`src/common/gsl_consts.svh`:
```
// register offsets, field positions and reset values for the sensing port
`ifndef GSL_CONSTS_SVH
`define GSL_CONSTS_SVH

`define GSL_NPINS          32
`define GSL_OFF_OUT        12'h004
`define GSL_OFF_OUTSET     12'h008
`define GSL_OFF_OUTCLR     12'h00C
`define GSL_OFF_IN         12'h010
`define GSL_OFF_DIR        12'h014
`define GSL_OFF_DIRSET     12'h018
`define GSL_OFF_DIRCLR     12'h01C
`define GSL_OFF_LATCH      12'h020
`define GSL_OFF_MODE       12'h024
`define GSL_OFF_MODE_SEC   12'h028
`define GSL_OFF_PIN_OWNERSHIP_MAP       12'h030
`define GSL_OFF_CNF        12'h200
`define GSL_OFF_CNF_END    12'h27C

`define GSL_CNF_DIR_BIT    0
`define GSL_CNF_INBUF_BIT  1
`define GSL_CNF_PULL_LSB   2
`define GSL_CNF_DRIVE_LSB  8
`define GSL_CNF_SENSE_LSB  16
`define GSL_CNF_MASK       32'h00030F0F
`define GSL_CNF_RESET      32'h00000002

`define GSL_SENSE_OFF      2'h0
`define GSL_SENSE_HIGH     2'h2
`define GSL_SENSE_LOW      2'h3

`define GSL_SYNC_CYC       2
`define GSL_REARM_CYC      3

`endif

```
`src/common/gsl_pkg.sv`:
```
// types shared by the sensing port
package gsl_pkg;
  typedef enum logic [1:0] {
    GSL_SENSE_OFF_E  = 2'h0,
    GSL_SENSE_RSV_E  = 2'h1,
    GSL_SENSE_HIGH_E = 2'h2,
    GSL_SENSE_LOW_E  = 2'h3
  } gsl_sense_t;

  typedef enum logic [1:0] {
    GSL_HT_IDLE   = 2'h0,
    GSL_HT_BUSY   = 2'h1,
    GSL_HT_NONSEQ = 2'h2,
    GSL_HT_SEQ    = 2'h3
  } gsl_htrans_t;
endpackage : gsl_pkg

```
`src/verilog/gsl_port.sv`:
```
// 32-pin port: level sensing, capture bits, match outputs, secure filtering
`include "gsl_consts.svh"
`timescale 1ns/10ps
`default_nettype none

module gsl_port
  import gsl_pkg::*;
#(
  parameter int NPINS = `GSL_NPINS
) (
  // clock and reset
  input  wire logic              MCLK,
  input  wire logic              RST_B,
  // ahb-lite slave
  input  wire logic              HSEL,
  input  wire logic [11:0]       HADDR,
  input  wire logic [1:0]        HTRANS,
  input  wire logic              HWRITE,
  input  wire logic [2:0]        HSIZE,
  input  wire logic              HNONSEC,
  input  wire logic [31:0]       HWDATA,
  output logic      [31:0]       HRDATA,
  output logic                   HREADYOUT,
  output logic                   HRESP,
  input  wire logic              HREADY,
  // pins
  input  wire logic [NPINS-1:0]  PIN_IN,
  output logic      [NPINS-1:0]  PIN_OUT,
  output logic      [NPINS-1:0]  PIN_OE,
  // match outputs to event units
  output logic                   NONSECURE_PORT_MATCH,
  output logic                   SECURE_PORT_MATCH,
  output logic      [NPINS-1:0]  PIN_MATCH
);

  //////////////////////////////////////////////////////////////////////////////
  // reset release
  logic rst_s1_q;
  logic rst_n;
  always_ff @(posedge MCLK or negedge RST_B) begin
    if (!RST_B) begin
      rst_s1_q <= 1'b0;
      rst_n    <= 1'b0;
    end else begin
      rst_s1_q <= 1'b1;
      rst_n    <= rst_s1_q;
    end
  end

  //////////////////////////////////////////////////////////////////////////////
  // state
  logic [NPINS-1:0] out_q;
  logic [NPINS-1:0] dir_q;
  logic [NPINS-1:0] latch_q;
  logic [NPINS-1:0] pin_ownership_map_q;
  logic [31:0]      cnf_q [NPINS];
  logic             mode_q;
  logic             mode_sec_q;
  logic [NPINS-1:0] sync1_q;
  logic [NPINS-1:0] sync2_q;
  logic [NPINS-1:0] match_q;
  logic [NPINS-1:0] match_prev_q;
  logic             ldrop_q;

  //////////////////////////////////////////////////////////////////////////////
  // bus address phase capture
  logic        ap_valid_q;
  logic        ap_write_q;
  logic        ap_nonsec_q;
  logic [11:0] ap_addr_q;
  logic        ap_take;
  assign ap_take = HSEL && HREADY && (HTRANS == GSL_HT_NONSEQ || HTRANS == GSL_HT_SEQ);

  always_ff @(posedge MCLK or negedge rst_n) begin
    if (!rst_n) begin
      ap_valid_q  <= 1'b0;
      ap_write_q  <= 1'b0;
      ap_nonsec_q <= 1'b0;
      ap_addr_q   <= 12'h000;
    end else if (HREADY) begin
      ap_valid_q  <= ap_take;
      ap_write_q  <= HWRITE;
      ap_nonsec_q <= HNONSEC;
      ap_addr_q   <= {HADDR[11:2], 2'b00};
    end
  end

  assign HREADYOUT = 1'b1;
  assign HRESP     = 1'b0;

  logic             wr;
  logic [NPINS-1:0] wmask;
  logic [NPINS-1:0] wd;
  logic             cnf_hit;
  logic [4:0]       cnf_idx;
  assign wr      = ap_valid_q && ap_write_q;
  assign wmask   = ap_nonsec_q ? ~pin_ownership_map_q : {NPINS{1'b1}};
  assign wd      = HWDATA[NPINS-1:0] & wmask;
  assign cnf_hit = ap_addr_q >= `GSL_OFF_CNF && ap_addr_q <= `GSL_OFF_CNF_END;
  assign cnf_idx = ap_addr_q[6:2];

  //////////////////////////////////////////////////////////////////////////////
  // output and direction registers
  always_ff @(posedge MCLK or negedge rst_n) begin
    if (!rst_n) begin
      out_q <= '0;
    end else if (wr) begin
      unique case (ap_addr_q)
        `GSL_OFF_OUT:    out_q <= (out_q & ~wmask) | wd;
        `GSL_OFF_OUTSET: out_q <= out_q | wd;
        `GSL_OFF_OUTCLR: out_q <= out_q & ~wd;
        default: ;
      endcase
    end
  end

  always_ff @(posedge MCLK or negedge rst_n) begin
    if (!rst_n) begin
      dir_q <= '0;
    end else if (wr) begin
      unique case (ap_addr_q)
        `GSL_OFF_DIR:    dir_q <= (dir_q & ~wmask) | wd;
        `GSL_OFF_DIRSET: dir_q <= dir_q | wd;
        `GSL_OFF_DIRCLR: dir_q <= dir_q & ~wd;
        default: ;
      endcase
    end
  end

  // pin ownership map: secure accesses only
  always_ff @(posedge MCLK or negedge rst_n) begin
    if (!rst_n) begin
      pin_ownership_map_q <= '0;
    end else if (wr && !ap_nonsec_q && ap_addr_q == `GSL_OFF_PIN_OWNERSHIP_MAP) begin
      pin_ownership_map_q <= HWDATA[NPINS-1:0];
    end
  end

  // source selects
  always_ff @(posedge MCLK or negedge rst_n) begin
    if (!rst_n) begin
      mode_q     <= 1'b0;
      mode_sec_q <= 1'b0;
    end else if (wr) begin
      if (ap_addr_q == `GSL_OFF_MODE) begin
        mode_q <= HWDATA[0];
      end
      if (ap_addr_q == `GSL_OFF_MODE_SEC && !ap_nonsec_q) begin
        mode_sec_q <= HWDATA[0];
      end
    end
  end

  //////////////////////////////////////////////////////////////////////////////
  // per-pin configuration words
  genvar g;
  generate
    for (g = 0; g < NPINS; g++) begin : g_cnf
      always_ff @(posedge MCLK or negedge rst_n) begin
        if (!rst_n) begin
          cnf_q[g] <= `GSL_CNF_RESET;
        end else if (wr && cnf_hit && cnf_idx == 5'(g)
                     && !(ap_nonsec_q && pin_ownership_map_q[g])) begin
          cnf_q[g] <= HWDATA & `GSL_CNF_MASK;
        end
      end
    end
  endgenerate

  //////////////////////////////////////////////////////////////////////////////
  // input sync and sensing
  logic [NPINS-1:0] inbuf_on;
  logic [NPINS-1:0] match_d;
  always_comb begin
    for (int i = 0; i < NPINS; i++) begin
      inbuf_on[i] = ~cnf_q[i][`GSL_CNF_INBUF_BIT];
      unique case (gsl_sense_t'(cnf_q[i][`GSL_CNF_SENSE_LSB +: 2]))
        GSL_SENSE_HIGH_E: match_d[i] = inbuf_on[i] & sync2_q[i];
        GSL_SENSE_LOW_E:  match_d[i] = inbuf_on[i] & ~sync2_q[i];
        default:          match_d[i] = 1'b0;
      endcase
    end
  end

  always_ff @(posedge MCLK or negedge rst_n) begin
    if (!rst_n) begin
      sync1_q <= '0;
      sync2_q <= '0;
    end else begin
      sync1_q <= PIN_IN;
      sync2_q <= sync1_q;
    end
  end

  // sensing runs from MCLK regardless of power state
  always_ff @(posedge MCLK or negedge rst_n) begin
    if (!rst_n) begin
      match_q      <= '0;
      match_prev_q <= '0;
    end else begin
      match_q      <= match_d;
      match_prev_q <= match_q;
    end
  end
  assign PIN_MATCH = match_q;

  //////////////////////////////////////////////////////////////////////////////
  // capture bits
  logic [NPINS-1:0] rise;
  logic [NPINS-1:0] clr;
  logic             latch_clr_wr;
  assign rise         = match_q & ~match_prev_q;
  assign latch_clr_wr = wr && ap_addr_q == `GSL_OFF_LATCH;
  assign clr          = latch_clr_wr ? (wd & ~match_q) : '0;

  always_ff @(posedge MCLK or negedge rst_n) begin
    if (!rst_n) begin
      latch_q <= '0;
    end else begin
      latch_q <= (latch_q & ~clr) | rise;
    end
  end

  // one-cycle drop after a clear that leaves bits set
  always_ff @(posedge MCLK or negedge rst_n) begin
    if (!rst_n) begin
      ldrop_q <= 1'b0;
    end else begin
      ldrop_q <= latch_clr_wr && (|wd);
    end
  end

  //////////////////////////////////////////////////////////////////////////////
  // port match outputs
  logic ldet_ns;
  logic ldet_s;
  logic det_ns_q;
  logic det_s_q;
  assign ldet_ns = |(latch_q & ~pin_ownership_map_q) && !ldrop_q;
  assign ldet_s  = |(latch_q & pin_ownership_map_q) && !ldrop_q;
  always_ff @(posedge MCLK or negedge rst_n) begin
    if (!rst_n) begin
      det_ns_q <= 1'b0;
      det_s_q  <= 1'b0;
    end else begin
      det_ns_q <= mode_q ? ldet_ns : |(match_q & ~pin_ownership_map_q);
      det_s_q  <= mode_sec_q ? ldet_s : |(match_q & pin_ownership_map_q);
    end
  end
  assign NONSECURE_PORT_MATCH = det_ns_q;
  assign SECURE_PORT_MATCH    = det_s_q;

  //////////////////////////////////////////////////////////////////////////////
  // pin drive
  assign PIN_OUT = out_q;
  assign PIN_OE  = dir_q;

  //////////////////////////////////////////////////////////////////////////////
  // read data
  logic [NPINS-1:0] rmask;
  logic [31:0]      rdata;
  assign rmask = ap_nonsec_q ? ~pin_ownership_map_q : {NPINS{1'b1}};
  always_comb begin
    rdata = 32'h00000000;
    if (cnf_hit) begin
      rdata = (ap_nonsec_q && pin_ownership_map_q[cnf_idx]) ? 32'h00000000 : cnf_q[cnf_idx];
    end else begin
      unique case (ap_addr_q)
        `GSL_OFF_OUT, `GSL_OFF_OUTSET, `GSL_OFF_OUTCLR: rdata = 32'(out_q & rmask);
        `GSL_OFF_IN:      rdata = 32'(sync2_q & inbuf_on & rmask);
        `GSL_OFF_DIR, `GSL_OFF_DIRSET, `GSL_OFF_DIRCLR: rdata = 32'(dir_q & rmask);
        `GSL_OFF_LATCH:   rdata = 32'(latch_q & rmask);
        `GSL_OFF_MODE:    rdata = {31'h0, mode_q};
        `GSL_OFF_MODE_SEC: rdata = {31'h0, mode_sec_q & !ap_nonsec_q};
        `GSL_OFF_PIN_OWNERSHIP_MAP:    rdata = ap_nonsec_q ? 32'h0 : 32'(pin_ownership_map_q);
        default:          rdata = 32'h00000000;
      endcase
    end
  end
  assign HRDATA = (ap_valid_q && !ap_write_q) ? rdata : 32'h00000000;
endmodule : gsl_port

`default_nettype wire

```
`config.mk`:
```
export PLATFORM = sky130hd
export DESIGN_NAME = gsl_port
export DESIGN_NICKNAME = d
export VERILOG_FILES = /design/src/common/gsl_pkg.sv /design/src/verilog/gsl_port.sv
export VERILOG_INCLUDE_DIRS = /design/src /design/src/common
export SDC_FILE = /design/constraint.sdc
export NUM_CORES = 1
export LEC_CHECK = 0
export ABC_AREA = 0
export BUFFER_PORTS_ARGS = -buffer_cell sky130_fd_sc_hd__buf_2
export CAP_MARGIN = 20
export CORE_UTILIZATION = 35
export DETAILED_ROUTE_END_ITERATION = 7
export PLACE_DENSITY_LB_ADDON = 0.1
export REMOVE_ABC_BUFFERS = 1
export SETUP_SLACK_MARGIN = 0.4
export SLEW_MARGIN = 10
export SYNTH_ARGS = -nofsm -noshare
export SYNTH_HDL_FRONTEND = slang
export SYNTH_SLANG_ARGS = --single-unit
```
`constraint.sdc`:
```
create_clock -name MCLK -period 17.58 [get_ports MCLK]
set_input_delay 0 -clock MCLK [delete_from_list [all_inputs] [get_ports MCLK]]
set_output_delay 0 -clock MCLK [all_outputs]
set_load 0.02 [all_outputs]
```
==> results.json <==
{
  "final_cell_mix": "558 x dfrtp_1, 354 x mux2_2, 246 x o21ai_0",
  "hpwl_um": 76700,
  "synthCells": 2274,
  "worstMarginPinSlew_ps": 1190,
  "r2r-end": "cnf_q[779]",
  "ys_seq_area_share_pct": 53.8,
  "finalHoldViolCount": 0,
  "path_delay_family": "simple AND/OR/NAND/NOR gates",
  "cts_tree": "built",
  "port_buffers": 210,
  "fmax_mhz": 206,
  "crit-reg2reg-launch": "ap_addr_q[8]",
  "io_pins": 219,
  "grt_max_degree": 75,
  "fp.dieH_um": 284,
  "synth_area_um2": 27800,
  "min_from": "PIN_IN[2]",
  "grt_pass1_vias": 22200,
  "antenna_left": 0,
  "worst-path-max-fanout": 18,
  "relSlewSlack_pct": 20.7,
  "finalPower_mw": 3.25,
  "min_to": "sync1_q[2]",
  "hold_path.class": "input port to register",
  "instances_no_fill": 3645,
  "cts_buffers": 72,
  "start_kind": "register",
  "synth.distinct_cells": 70,
  "nNetsFinal": 2633,
  "crit_chain": "or4_1, or3_1, nor2_2, buf_4, a22o_1, o21ai_0, a211oi_1, buf_2",
  "grt_pass1_wl_um": 164000,
  "critical_path_class": "register to output port",
  "clk-insertion-delay-late_ps": 620,
  "drv_cap": 0,
  "ys_warn_count": 0,
  "drt_first_pass_iters": 5,
  "gp_congestion": 0.943,
  "cts_setup_buffers": 0,
  "drtIter0Drc": 1785,
  "drive_gt1_share_pct": 33.7,
  "synth_area_per_cell_um2": 12.2,
  "post-place-cells": 3411,
  "period_needed_ps": 4860,
  "cts_resized": 0,
  "irDropWorstVdd_v": 0.0000599,
  "r2r_cells": 6,
  "fin_crit_sh_pct": 27.7,
  "reg2reg_slack_ps": 13550,
  "via_count": 21400,
  "htreeDepth": 3,
  "wl_um": 112000,
  "outcome": "finished, final reports clean",
  "slew_viol_final": 0,
  "leakagePower_nw": 14.8,
  "cts_sinks": 596,
  "clkTransAtPathRegs_ps": 60,
  "final_common_cell": "dfrtp_1",
  "p_per_area_nw_per_um2": 97.6,
  "cts_buffer_depth": 3,
  "synth_flop_cell": "dfrtp_1",
  "hold_depth": 2,
  "drc_errors": 0,
  "cts_root_buf": "clkbuf_16",
  "dieArea_um2": 80500,
  "path_buf_inv": 2,
  "antenna_found_initial": 5,
  "rsz0062_at_grt": "false",
  "crit_required_ps": 17580,
  "gr-usage-all-layers_pct": 27.9,
  "row_count": 102,
  "die_w_um": 284,
  "setup_viol": 0,
  "cp-end-kind": "output port",
  "synth-edff-count": 0,
  "areaGrowthSynthToFinish_pct": 19.9,
  "slowest_stage": "nor2_2",
  "via_per_inst": 5.88,
  "async_flop_share_pct": 100,
  "grt.overflow.total": 0,
  "clock-skew-final_ps": 25.1,
  "worst_path_largest_cell_delay_ps": 810,
  "critical_path_arrival_ps": 4860,
  "synth_seq_cells": 596,
  "wl_per_cell_um": 30.9,
  "start_util_pct": 35.6,
  "coreArea_um2": 78000
}
==> cell usage after synthesis, drive strengths merged (4+ instances only) <==
| cell | number | area (um2) |
|---|---|---|
| xnor2 | 31 | 272 |
| o31ai | 6 | 45.0 |
| mux2i | 34 | 340 |
| dfrtp | 564 | 14100 |
| nor4 | 12 | 75.1 |
| a31oi | 14 | 87.6 |
| mux2 | 356 | 4010 |
| nand3 | 31 | 160 |
| clkbuf | 118 | 443 |
| nand3b | 4 | 30.0 |
| and3 | 6 | 37.5 |
| a21oi | 17 | 85.1 |
| a22o | 23 | 201 |
| o32ai | 23 | 201 |
| or2 | 4 | 25.0 |
| inv | 94 | 353 |
| nor2b | 13 | 81.3 |
| nor4b | 7 | 61.3 |
| buf | 54 | 292 |
| nand2 | 168 | 631 |
| a221oi | 39 | 342 |
| o22ai | 10 | 62.6 |
| nor3 | 13 | 81.3 |
| nand4 | 19 | 131 |
| nor3b | 49 | 368 |
| nor2 | 33 | 161 |
| o21ai | 280 | 1400 |
| o211ai | 6 | 45.0 |
| nand2b | 4 | 25.0 |
| dfstp | 32 | 841 |
| a2111oi | 4 | 35.0 |
| mux4 | 77 | 1730 |
| a22oi | 91 | 683 |
==> kinds of logic after synthesis <==
| family | share of synthesized area (%) |
|---|---|
| AOI/OAI and AO/OA | 12.4 |
| xor gates and xnor gates | 1.01 |
| buffers and inverters | 3.91 |
| DFF | 53.8 |
| muxes | 21.9 |
| other | 0.0270 |
| and+or+nand+nor | 6.92 |
==> timing repair <==
action	in CTS	in global routing
endpoints found under the hold margin	136	0
hold buffers	101	0
setup endpoints to repair	0	0
==> power by group <==
part | switching [mW] | internal, mW
sequential | 0.0453 | 1.40
clock | 0.607 | 0.896
combinational | 0.194 | 0.106
total | 0.847 | 2.40
==> per-layer routing <==
| metal | share of wire, % | vias to the layer above | GRT usage [%] |
|---|---|---|---|
| li1 | - | 8960 | - |
| met1 | 43 | 11400 | 37.6 |
| met2 | 48 | 851 | 45.9 |
| met3 | 6.3 | 171 | 4.40 |
| met4 | 3.1 | 2 | 9.24 |
| met5 | 0.0062 | - | 0 |
==> per-stage QoR <==
stage                     setup TNS [ps]  setup slack (ps)  hold WS (ps)  utilization (%)  cell area (um2)
final                                  0             12720          31.7             42.7            33300
after global routing                   0             12640          21.5             42.7            33300
after CTS                              0             12770          2.75             42.7            33300
after detailed placement               0             13470          -213             38.4            29900
after global placement                 0             13530          -213             38.4            29900
after floorplan                  -115990              -206          -296                -            27100
==> sequential cells by signal (all words and copies together) (netlist names) <==
name / count
NONSECURE_PORT_MATCH: 1
rst_s1_q: 1
ap_write_q: 1
mode_sec_q: 1
SECURE_PORT_MATCH: 1
ldrop_q: 1
ap_nonsec_q: 1
pin_ownership_map_q: 32
cnf_q: 320
rst_n: 1
ap_addr_q: 10
sync1_q: 32
PIN_MATCH: 32
sync2_q: 32
PIN_OUT: 32
mode_q: 1
match_prev_q: 32
PIN_OE: 32
ap_valid_q: 1
latch_q: 32
==> worst max path at each step <==
stage	from	to	slack, ps	cells after the start
CTS	ap_addr_q[8]	HRDATA[10]	12770	8
global route	ap_addr_q[2]	HRDATA[10]	12640	8
global placement	ap_addr_q[8]	HRDATA[10]	13530	8
detailed placement	rst_n	ap_addr_q[3]	13470	3
floorplan	rst_n	NONSECURE_PORT_MATCH	-210	0
finish	ap_addr_q[8]	HRDATA[10]	12720	8
==> layout make-up <==
| cell class | instances | area (um2) |
|---|---|---|
| fill | 7362 | 44700 |
| sequential | 596 | 15000 |
| multi-input combinational | 1413 | 11800 |
| timing repair buffer | 369 | 2500 |
| clock buffer | 112 | 2140 |
| tap | 1040 | 1300 |
| inverter | 94 | 353 |
| clock inverter | 18 | 223 |
| antenna | 3 | 7.51 |
Note: power is estimated with default switching activity, not from simulation.
